--- src/logic/lvd_pkg.sv ---
// Constants for the supply drop detector control block
package lvd_pkg;

  // Register byte offsets on the APB bus
  localparam logic [7:0] DETECTOR_CONTROL_OFS       = 8'h00;
  localparam logic [7:0] CORE_INTERRUPT_CONTROL_OFS = 8'h04;
  localparam logic [7:0] PERIPHERAL_PRIORITY_TWO_OFS = 8'h08;
  localparam logic [7:0] PERIPHERAL_FLAGS_TWO_OFS   = 8'h0C;
  localparam logic [7:0] PERIPHERAL_ENABLES_TWO_OFS = 8'h10;

  // Field positions
  localparam int TRIP_LEVEL_LSB     = 0;
  localparam int TRIP_LEVEL_W       = 4;
  localparam int POWER_ENABLE_BIT   = 4;
  localparam int REF_STABLE_BIT     = 5;
  localparam int GLOBAL_IRQ_BIT     = 7;
  localparam int DETECTOR_FLAG_BIT  = 2;

  // Reset values
  localparam logic [7:0] DETECTOR_CONTROL_RST = 8'h00;
  localparam logic [7:0] CORE_INTERRUPT_RST   = 8'h00;
  localparam logic [7:0] PRIORITY_TWO_RST     = 8'h00;
  localparam logic [7:0] FLAGS_TWO_RST        = 8'h00;
  localparam logic [7:0] ENABLES_TWO_RST      = 8'h00;

  // Level code that selects the external trip input
  localparam logic [3:0] EXTERNAL_LEVEL_CODE = 4'hF;

  // Reference settling interval and its cycle count at the core clock
  localparam int CLK_PERIOD_NS   = 50;
  localparam int SETTLE_NS       = 10000;
  localparam int SETTLE_CYCLES   = (SETTLE_NS + CLK_PERIOD_NS - 1) / CLK_PERIOD_NS;
  localparam int SETTLE_CNT_W    = 8;

  localparam logic [31:0] ZERO_WORD = 32'h0000_0000;

endpackage

--- src/logic/lvd_ctrl.sv ---
// Supply drop detector control, flag and interrupt logic with APB registers
//
// Overview of operation
// - Enabled comparator reporting supply at trip point sets the detector flag.
// - Four-bit writable level field in control bits 3:0 selects sixteen trip codes.
// - Level code all ones routes comparator input from external trip input.
// - Control bit 4 powers the comparator and divider on or off.
// - No detector interrupt while the reference stable bit is clear.
// - Flag held off for a fixed settling interval after enabling the reference.
// - Detector runs during sleep; a crossing sets the flag and wakes the device.
// - Wake goes to the interrupt vector only when interrupts are globally enabled.
// - Any reset returns all detector registers to reset, detector off.
// - Stable bit reads one when the level can be flagged, zero otherwise.
//
// Added by the designer: the address map and the APB register port.
`timescale 1ns/10ps
`default_nettype none
module lvd_ctrl (
  input  wire logic        CORE_CLK,
  input  wire logic        RST,
  input  wire logic        PSEL,
  input  wire logic        PENABLE,
  input  wire logic        PWRITE,
  input  wire logic [7:0]  PADDR,
  input  wire logic [31:0] PWDATA,
  output var  logic [31:0] PRDATA,
  output var  logic        PREADY,
  output var  logic        PSLVERR,
  input  wire logic        COMPARATOR_TRIP,
  input  wire logic        SLEEP_ACTIVE,
  output var  logic        DETECTOR_POWER_EN,
  output var  logic        EXTERNAL_TRIP_SELECT,
  output var  logic [3:0]  TRIP_LEVEL,
  output var  logic        IRQ,
  output var  logic        WAKE
);

  logic [3:0] trip_level_field_q;
  logic       detector_power_enable_q;
  logic       global_irq_enable_q;
  logic [6:0] core_irq_other_q;
  logic       detector_irq_priority_q;
  logic       detector_flag_q;
  logic       detector_flag_d;
  logic       detector_irq_enable_q;
  logic       reference_stable_status;
  logic       apb_setup;
  logic       apb_commit;
  logic       wr_commit;
  logic       addr_hit;
  logic [7:0] rd_byte;
  logic       trip_event;

  assign apb_setup  = PSEL && !PENABLE;
  assign apb_commit = PSEL && PENABLE && PREADY;
  assign wr_commit  = apb_commit && PWRITE && addr_hit;

  settle_timer u_settle (
    .clk    (CORE_CLK),
    .rst    (RST),
    .enable (detector_power_enable_q),
    .stable (reference_stable_status)
  );

  always_comb begin
    addr_hit = 1'b1;
    rd_byte  = 8'h00;
    unique case (PADDR)
      lvd_pkg::DETECTOR_CONTROL_OFS:
        rd_byte = {2'b00, reference_stable_status, detector_power_enable_q,
                   trip_level_field_q};
      lvd_pkg::CORE_INTERRUPT_CONTROL_OFS:
        rd_byte = {global_irq_enable_q, core_irq_other_q};
      lvd_pkg::PERIPHERAL_PRIORITY_TWO_OFS:
        rd_byte = {5'b00000, detector_irq_priority_q, 2'b00};
      lvd_pkg::PERIPHERAL_FLAGS_TWO_OFS:
        rd_byte = {5'b00000, detector_flag_q, 2'b00};
      lvd_pkg::PERIPHERAL_ENABLES_TWO_OFS:
        rd_byte = {5'b00000, detector_irq_enable_q, 2'b00};
      default:
        addr_hit = 1'b0;
    endcase
  end

  // Bus answer: one wait-free access phase, data registered at setup
  always_ff @(posedge CORE_CLK or posedge RST) begin
    if (RST) begin
      PREADY  <= 1'b0;
      PRDATA  <= lvd_pkg::ZERO_WORD;
      PSLVERR <= 1'b0;
    end else begin
      PREADY  <= apb_setup;
      PSLVERR <= apb_setup && !addr_hit;
      if (apb_setup && !PWRITE) begin
        PRDATA <= {24'h00_0000, rd_byte};
      end
    end
  end

  // Detector control; the stable bit is never written
  always_ff @(posedge CORE_CLK or posedge RST) begin
    if (RST) begin
      trip_level_field_q      <= lvd_pkg::DETECTOR_CONTROL_RST[3:0];
      detector_power_enable_q <= lvd_pkg::DETECTOR_CONTROL_RST[4];
    end else if (wr_commit && PADDR == lvd_pkg::DETECTOR_CONTROL_OFS) begin
      trip_level_field_q      <= PWDATA[lvd_pkg::TRIP_LEVEL_LSB +: lvd_pkg::TRIP_LEVEL_W];
      detector_power_enable_q <= PWDATA[lvd_pkg::POWER_ENABLE_BIT];
    end
  end

  always_ff @(posedge CORE_CLK or posedge RST) begin
    if (RST) begin
      global_irq_enable_q <= lvd_pkg::CORE_INTERRUPT_RST[7];
      core_irq_other_q    <= lvd_pkg::CORE_INTERRUPT_RST[6:0];
    end else if (wr_commit && PADDR == lvd_pkg::CORE_INTERRUPT_CONTROL_OFS) begin
      global_irq_enable_q <= PWDATA[lvd_pkg::GLOBAL_IRQ_BIT];
      core_irq_other_q    <= PWDATA[6:0];
    end
  end

  always_ff @(posedge CORE_CLK or posedge RST) begin
    if (RST) begin
      detector_irq_priority_q <= lvd_pkg::PRIORITY_TWO_RST[2];
      detector_irq_enable_q   <= lvd_pkg::ENABLES_TWO_RST[2];
    end else if (wr_commit) begin
      if (PADDR == lvd_pkg::PERIPHERAL_PRIORITY_TWO_OFS) begin
        detector_irq_priority_q <= PWDATA[lvd_pkg::DETECTOR_FLAG_BIT];
      end
      if (PADDR == lvd_pkg::PERIPHERAL_ENABLES_TWO_OFS) begin
        detector_irq_enable_q <= PWDATA[lvd_pkg::DETECTOR_FLAG_BIT];
      end
    end
  end

  // Comparator result only counts once the reference has settled
  assign trip_event = detector_power_enable_q && reference_stable_status
                      && COMPARATOR_TRIP;

  // Sticky flag, write one to clear; a trip in the clear cycle still wins
  always_comb begin
    detector_flag_d = detector_flag_q;
    if (wr_commit && PADDR == lvd_pkg::PERIPHERAL_FLAGS_TWO_OFS
        && PWDATA[lvd_pkg::DETECTOR_FLAG_BIT]) begin
      detector_flag_d = 1'b0;
    end
    if (trip_event) begin
      detector_flag_d = 1'b1;
    end
  end

  always_ff @(posedge CORE_CLK or posedge RST) begin
    if (RST) begin
      detector_flag_q <= lvd_pkg::FLAGS_TWO_RST[2];
    end else begin
      detector_flag_q <= detector_flag_d;
    end
  end

  // Pin-facing outputs and the interrupt and wake levels
  always_ff @(posedge CORE_CLK or posedge RST) begin
    if (RST) begin
      DETECTOR_POWER_EN    <= 1'b0;
      EXTERNAL_TRIP_SELECT <= 1'b0;
      TRIP_LEVEL           <= 4'h0;
      IRQ                  <= 1'b0;
      WAKE                 <= 1'b0;
    end else begin
      DETECTOR_POWER_EN    <= detector_power_enable_q;
      EXTERNAL_TRIP_SELECT <= trip_level_field_q == lvd_pkg::EXTERNAL_LEVEL_CODE;
      TRIP_LEVEL           <= trip_level_field_q;
      // Vectoring needs the global enable; wake alone does not
      IRQ  <= detector_flag_q && detector_irq_enable_q && global_irq_enable_q
              && reference_stable_status;
      WAKE <= SLEEP_ACTIVE && detector_flag_q;
    end
  end

  a_trip_sets_flag: assert property (@(posedge CORE_CLK) disable iff (RST)
    trip_event |=> detector_flag_q)
    else $error("trip did not set detector flag");

  a_flag_needs_stable: assert property (@(posedge CORE_CLK) disable iff (RST)
    $rose(detector_flag_q) |-> $past(reference_stable_status) && $past(COMPARATOR_TRIP))
    else $error("flag set without settled reference");

  a_level_pins: assert property (@(posedge CORE_CLK) disable iff (RST)
    ##1 TRIP_LEVEL == $past(trip_level_field_q))
    else $error("trip level output wrong");

  a_ext_select: assert property (@(posedge CORE_CLK) disable iff (RST)
    ##1 EXTERNAL_TRIP_SELECT == ($past(trip_level_field_q) == lvd_pkg::EXTERNAL_LEVEL_CODE))
    else $error("external input select wrong");

  a_power_pin: assert property (@(posedge CORE_CLK) disable iff (RST)
    ##1 DETECTOR_POWER_EN == $past(detector_power_enable_q))
    else $error("power enable output wrong");

  a_irq_stable: assert property (@(posedge CORE_CLK) disable iff (RST)
    IRQ |-> $past(reference_stable_status) && $past(global_irq_enable_q))
    else $error("interrupt without stable reference or global enable");

  a_irq_raise: assert property (@(posedge CORE_CLK) disable iff (RST)
    detector_flag_q && detector_irq_enable_q && global_irq_enable_q
      && reference_stable_status |=> IRQ)
    else $error("interrupt not raised");

  a_wake_sleep: assert property (@(posedge CORE_CLK) disable iff (RST)
    SLEEP_ACTIVE && trip_event ##1 SLEEP_ACTIVE |=> WAKE)
    else $error("no wake on trip in sleep");

  a_stable_clears: assert property (@(posedge CORE_CLK) disable iff (RST)
    !detector_power_enable_q |=> !reference_stable_status)
    else $error("stable bit stayed set while disabled");

  a_settle_time: assert property (@(posedge CORE_CLK) disable iff (RST)
    $rose(reference_stable_status) |->
      $past(detector_power_enable_q, lvd_pkg::SETTLE_CYCLES)
      && !$past(detector_power_enable_q, lvd_pkg::SETTLE_CYCLES + 1))
    else $error("settling interval wrong length");

  a_stable_read: assert property (@(posedge CORE_CLK) disable iff (RST)
    apb_setup && !PWRITE && PADDR == lvd_pkg::DETECTOR_CONTROL_OFS |=>
      PRDATA[lvd_pkg::REF_STABLE_BIT] == $past(reference_stable_status))
    else $error("stable bit read wrong");

  // Write and read-back paths of the register fields
  a_level_write: assert property (@(posedge CORE_CLK) disable iff (RST)
    wr_commit && PADDR == lvd_pkg::DETECTOR_CONTROL_OFS |=>
      trip_level_field_q == $past(PWDATA[lvd_pkg::TRIP_LEVEL_LSB +: lvd_pkg::TRIP_LEVEL_W]))
    else $error("level field write lost");

  a_level_hold: assert property (@(posedge CORE_CLK) disable iff (RST)
    !(wr_commit && PADDR == lvd_pkg::DETECTOR_CONTROL_OFS) |=>
      $stable(trip_level_field_q))
    else $error("level field changed without a write");

  a_enable_write: assert property (@(posedge CORE_CLK) disable iff (RST)
    wr_commit && PADDR == lvd_pkg::DETECTOR_CONTROL_OFS |=>
      detector_power_enable_q == $past(PWDATA[lvd_pkg::POWER_ENABLE_BIT]))
    else $error("power enable write lost");

  a_global_write: assert property (@(posedge CORE_CLK) disable iff (RST)
    wr_commit && PADDR == lvd_pkg::CORE_INTERRUPT_CONTROL_OFS |=>
      global_irq_enable_q == $past(PWDATA[lvd_pkg::GLOBAL_IRQ_BIT]))
    else $error("global enable write lost");

  a_level_read: assert property (@(posedge CORE_CLK) disable iff (RST)
    apb_setup && !PWRITE && PADDR == lvd_pkg::DETECTOR_CONTROL_OFS |=>
      PRDATA[lvd_pkg::TRIP_LEVEL_LSB +: lvd_pkg::TRIP_LEVEL_W] == $past(trip_level_field_q))
    else $error("level field read wrong");

  a_enable_read: assert property (@(posedge CORE_CLK) disable iff (RST)
    apb_setup && !PWRITE && PADDR == lvd_pkg::DETECTOR_CONTROL_OFS |=>
      PRDATA[lvd_pkg::POWER_ENABLE_BIT] == $past(detector_power_enable_q))
    else $error("power enable read wrong");

  a_flag_read: assert property (@(posedge CORE_CLK) disable iff (RST)
    apb_setup && !PWRITE && PADDR == lvd_pkg::PERIPHERAL_FLAGS_TWO_OFS |=>
      PRDATA[lvd_pkg::DETECTOR_FLAG_BIT] == $past(detector_flag_q))
    else $error("detector flag read wrong");

  // Sticky flag, stable bit, interrupt and wake levels
  a_flag_holds: assert property (@(posedge CORE_CLK) disable iff (RST)
    detector_flag_q && !(wr_commit && PADDR == lvd_pkg::PERIPHERAL_FLAGS_TWO_OFS
      && PWDATA[lvd_pkg::DETECTOR_FLAG_BIT]) |=> detector_flag_q)
    else $error("detector flag lost without a clear");

  a_flag_clear: assert property (@(posedge CORE_CLK) disable iff (RST)
    wr_commit && PADDR == lvd_pkg::PERIPHERAL_FLAGS_TWO_OFS
      && PWDATA[lvd_pkg::DETECTOR_FLAG_BIT] && !trip_event |=> !detector_flag_q)
    else $error("detector flag not cleared");

  a_flag_only_trip: assert property (@(posedge CORE_CLK) disable iff (RST)
    !detector_flag_q && !trip_event |=> !detector_flag_q)
    else $error("detector flag set without a trip");

  a_flag_off_disabled: assert property (@(posedge CORE_CLK) disable iff (RST)
    !detector_power_enable_q && !detector_flag_q |=> !detector_flag_q)
    else $error("detector flag set while powered down");

  a_stable_kept: assert property (@(posedge CORE_CLK) disable iff (RST)
    detector_power_enable_q && reference_stable_status |=> reference_stable_status)
    else $error("stable bit dropped while enabled");

  a_irq_needs_flag: assert property (@(posedge CORE_CLK) disable iff (RST)
    IRQ |-> $past(detector_flag_q) && $past(detector_irq_enable_q))
    else $error("interrupt without flag or enable");

  a_irq_drop: assert property (@(posedge CORE_CLK) disable iff (RST)
    !reference_stable_status |=> !IRQ)
    else $error("interrupt while reference unsettled");

  a_wake_needs_sleep: assert property (@(posedge CORE_CLK) disable iff (RST)
    WAKE |-> $past(SLEEP_ACTIVE) && $past(detector_flag_q))
    else $error("wake without sleep and flag");

  a_wake_level: assert property (@(posedge CORE_CLK) disable iff (RST)
    SLEEP_ACTIVE && detector_flag_q |=> WAKE)
    else $error("wake missing while flag set in sleep");

  // No disable here, so the reset cycles themselves are watched
  a_reset_off: assert property (@(posedge CORE_CLK)
    RST |=> !DETECTOR_POWER_EN && !IRQ && !WAKE && !detector_power_enable_q
      && !EXTERNAL_TRIP_SELECT)
    else $error("detector not off after reset");

  a_reset_regs: assert property (@(posedge CORE_CLK)
    RST |=> trip_level_field_q == lvd_pkg::DETECTOR_CONTROL_RST[3:0]
      && detector_flag_q == lvd_pkg::FLAGS_TWO_RST[2] && !reference_stable_status)
    else $error("detector registers not reset");

endmodule // lvd_ctrl
`default_nettype wire

--- src/logic/settle_timer.sv ---
// Reference settling timer: reports stable once the interval has run while enabled
`timescale 1ns/10ps
`default_nettype none
module settle_timer (
  input  wire logic clk,
  input  wire logic rst,
  input  wire logic enable,
  output var  logic stable
);

  localparam logic [lvd_pkg::SETTLE_CNT_W-1:0] LAST =
    lvd_pkg::SETTLE_CNT_W'(lvd_pkg::SETTLE_CYCLES - 1);

  logic [lvd_pkg::SETTLE_CNT_W-1:0] cnt_q;

  always_ff @(posedge clk or posedge rst) begin
    if (rst) begin
      cnt_q  <= '0;
      stable <= 1'b0;
    end else if (!enable) begin
      // Dropping the enable restarts the whole interval
      cnt_q  <= '0;
      stable <= 1'b0;
    end else if (!stable) begin
      if (cnt_q == LAST) begin
        stable <= 1'b1;
      end else begin
        cnt_q <= cnt_q + 1'b1;
      end
    end
  end

endmodule // settle_timer
`default_nettype wire

--- config.mk ---
export PLATFORM = sky130hd
export DESIGN_NAME = lvd_ctrl
export DESIGN_NICKNAME = d
export VERILOG_FILES = /design/src/logic/lvd_pkg.sv /design/src/logic/lvd_ctrl.sv /design/src/logic/settle_timer.sv
export SDC_FILE = /design/constraint.sdc
export NUM_CORES = 1
export LEC_CHECK = 0
export BUFFER_PORTS_ARGS = -buffer_cell sky130_fd_sc_hd__buf_4
export CAP_MARGIN = 0
export CORE_MARGIN = 8
export CORE_UTILIZATION = 47
export CTS_BUF_LIST = sky130_fd_sc_hd__clkbuf_8 sky130_fd_sc_hd__clkbuf_16
export DETAILED_ROUTE_END_ITERATION = 12
export PLACE_DENSITY = 0.86
export SYNTH_ARGS = -nofsm -noshare
export SYNTH_HDL_FRONTEND = slang
export SYNTH_SLANG_ARGS = --single-unit
--- constraint.sdc ---
create_clock -name CORE_CLK -period 1.9 [get_ports CORE_CLK]
set_clock_uncertainty 0.1 [all_clocks]
set_input_delay 0.38 -clock CORE_CLK [delete_from_list [all_inputs] [get_ports CORE_CLK]]
set_output_delay 0.38 -clock CORE_CLK [all_outputs]
set_load 0.02 [all_outputs]
==> results by group <==
Timing
  – Fmax: just under 0.6 GHz
  – RSZ-0062 raised after global routing: false
  – Setup TNS: 0 ns
  – Pins Over Slew Limit: 0
  – Final worst-path cycle share: between 80% and 90%
  – Crit path time final: 1.69 ns
  – Hold Vio Cnt, Final: 0
  – Relative slew slack: 63.4%
  – Final setup violation count: 0
  – Slew @ Worst Pin: 0.549 ns

GRT
  – Vias in the first global route: 1,354
  – Initial antenna violation count: 0
  – Largest net degree at the start of global routing: 44
  – Gr usage total: 13.0%
  – First-pass GRT wire length: approximately 6.6 mm
  – GR Overflow Total: 0

Synth
  – Commonest cells post-synth: dfrtp_1, buf_4, nand2_1, mux2_2, mux2i_1
  – Most frequent cell after synthesis: dfrtp_1
  – Sequential area share after synthesis: 52.2%
  – Post-synth EDFFs: 0
  – Synthesized area: 2060 sq um
  – Yosys top cell area share: 52.2%
  – Ys flop type: dfrtp_1
  – Post-Synthesis Cells: around 180
  – Synth Warn #: 0
  – Area leader, netlist: dfrtp_1
  – Top cells by area, synth: dfrtp_1, buf_4, mux2_2, mux2i_1, nand2_1
  – Yosys cell types: 38
  – Synthesis-stage register bit count: 43
  – Synth async-reset ratio: 100%
  – Syn Area/Cell: 11.7 sq um

Clocking
  – Clk_lat worst skew: 0.29 ns
  – Clock Sinks: 43
  – Clock transition at the registers of the reported paths: ~0.080 ns
  – CTS root buf: clkbuf_8
  – Hold Buf Count CTS: 0
  – H-tree Lvls: 2
  – CTS max path bufs: 2
  – Post-CTS Resized: 0
  – Postcts setup bufs: 0
  – TritonCTS Buffers: 5
  – TritonCTS clock tree: built

Flow run
  – Max Cap Viol: 0

Placed design
  – Hpwl dp: 3.10 mm
  – GPL Wtd Cong: 0.775
  – I/O Buffers: 40

Outcome
  – Status: finished clean

Layout
  – FF+latch area: 1080 sq um
  – Final core area utilization: 57.3%
  – Multi-input gate area: 862 sq um
  – Nets: around 270
  – Area delta synth->final: 19.2%
  – Number of diodes: 0
  – Fill cells: roughly 380
  – Share of cells above drive strength 1: 32.7%

Floorplanning
  – Die ar.: 6760 sq um
  – IO Count: 89
  – Rows: 24
  – Core area: 4290 sq um
  – Die X: 82.2 um
  – Initial Util: 48.0%
  – DIE HEIGHT: 82.2 um

Critical path
  – Critical Path Fanout Max: 8
  – Crit Path Class: flop to flop
  – WP data required: 1.98 ns
  – Slowest stage cell, crit path: mux2_2
  – CP arrival: ~1.8 ns
  – Crit start category: flop
  – Crit-path cells: nand4_1 -> buf_4 -> nor2_4 -> mux2_2
  – CP peak stage delay: 0.37 ns
  – CP endpoint kind: flop

Worst hold path
  – Hold Path Class: input pin to async pin

Power
  – Static Leak: 1.25 nW
  – Peak VDD IR: 0.409 mV
  – PD cells: 708 nW/um^2

Routing
  – Vias/cell: 4.87
  – Vias: 1,339
  – Final ANT Viol Nets: 0
  – DRC Markers: 0
  – WL per Instance: 14.9 um
  – Drt first pass iters: 4
  – DR iter-0 viols: 61
  – Total Wirelength: 4.10 mm
[report_power, final]
group / internal, mW / switching [mW] / total, mW
Clock: 0.380 / 0.291 / 0.671
Combinational: 0.0479 / 0.101 / 0.149
Sequential: 0.918 / 0.00214 / 0.920
Total: 1.35 / 0.395 / 1.74
[worst paths after layout]
check | from | end | slack, ns | cells past startpoint
worst max-delay path | PREADY$_DFF_PP0_ | core_irq_other_q[3]$_DFFE_PP0P_ | 0.21 | 4
max in group asynchronous | RST | u_settle.cnt_q[2]$_DFFE_PP0P_ | 1.22 | 3
min in group CORE_CLK | PENABLE | PREADY$_DFF_PP0_ | 0.18 | 2
worst min register to register | trip_level_field_q[3]$_DFFE_PP0P_ | TRIP_LEVEL[3]$_DFF_PP0_ | 0.33 | 0
worst max register to register | PREADY$_DFF_PP0_ | core_irq_other_q[3]$_DFFE_PP0P_ | 0.21 | 4
worst min-delay path | RST | DETECTOR_POWER_EN$_DFF_PP0_ | 0.12 | 3
[metrics by stage]
step / setup WS [ns] / power, mW / std cells / hold slack [ns] / cell area, sq um
CTS: 0.188 / 1.77 / 275 / 0.134 / 2460
floorplan: 0.155 / 1.06 / 199 / 0.283 / 2150
global route: 0.122 / 1.83 / 275 / 0.167 / 2460
detailed placement: 0.0100 / 1.09 / 268 / 0.312 / 2360
finish: 0.213 / 1.74 / 275 / 0.120 / 2460
global placement: 0.0350 / 1.08 / 268 / 0.303 / 2360
[registers in the layout, summed over array words and instances, names as in the netlist, 4 cells and up]
name,flops
PRDATA,8
trip_level_field_q,4
u_settle.cnt_q,8
TRIP_LEVEL,4
core_irq_other_q,7
[cell usage in the layout (no fill, tap or decap), types with 2 or more instances in the layout]
cell	instances
nand2_1	16
and4_1	2
nor2_1	3
o21ai_0	4
xnor2_1	2
dfrtp_1	43
nand2b_1	3
inv_1	3
conb_1	24
nor4_1	2
nor2b_1	4
clkbuf_8	5
a21oi_1	3
nand4b_1	2
nand4_1	3
nand3_1	4
o31ai_1	6
mux2_2	15
buf_4	46
and2_1	5
mux2i_1	8
xor2_1	3
nor4_4	2
[area by class of cell]
| cell class | count | area share, % |
|---|---|---|
| clock buffers | 5 | 2.80 |
| clock inverters | 2 | 1.37 |
| inverters | 2 | 0.305 |
| multi-input cells | 125 | 35.1 |
| flip-flops and latches | 43 | 43.8 |
| well taps | 52 | 2.65 |
| repair buffers | 46 | 14.0 |
[cells by family (layout without fill, tap and decap cells)]
kind of cell	count (synthesis)	after routing	synth area share (%)
compound gates	17	17	5.28
xor+xnor	5	5	2.12
fa+ha+maj	1	1	0.607
buf+inv	31	55	10.2
flops	43	43	52.2
mux	23	23	12.1
other cells	1	24	0.182
simple gates	55	55	17.4
[worst max-delay path, delay by kind of cell (launching register included)]
kind	cells	cell delay, ns
buffers and inverters	1	0.25
AND/OR/NAND/NOR	2	0.50
multiplexers	1	0.37
flip-flops	1	0.35
[layer usage]
| metal | vias up | share of wire, % | global-route usage [%] |
|---|---|---|---|
| met5 | - | 0 | 0 |
| met4 | 0 | 1.5 | 5.79 |
| met3 | 8 | 10 | 4.44 |
| met2 | 42 | 48 | 20.1 |
| met1 | 626 | 40 | 16.2 |
| li1 | 663 | - | - |
Note: power is estimated with default switching activity, not from simulation.
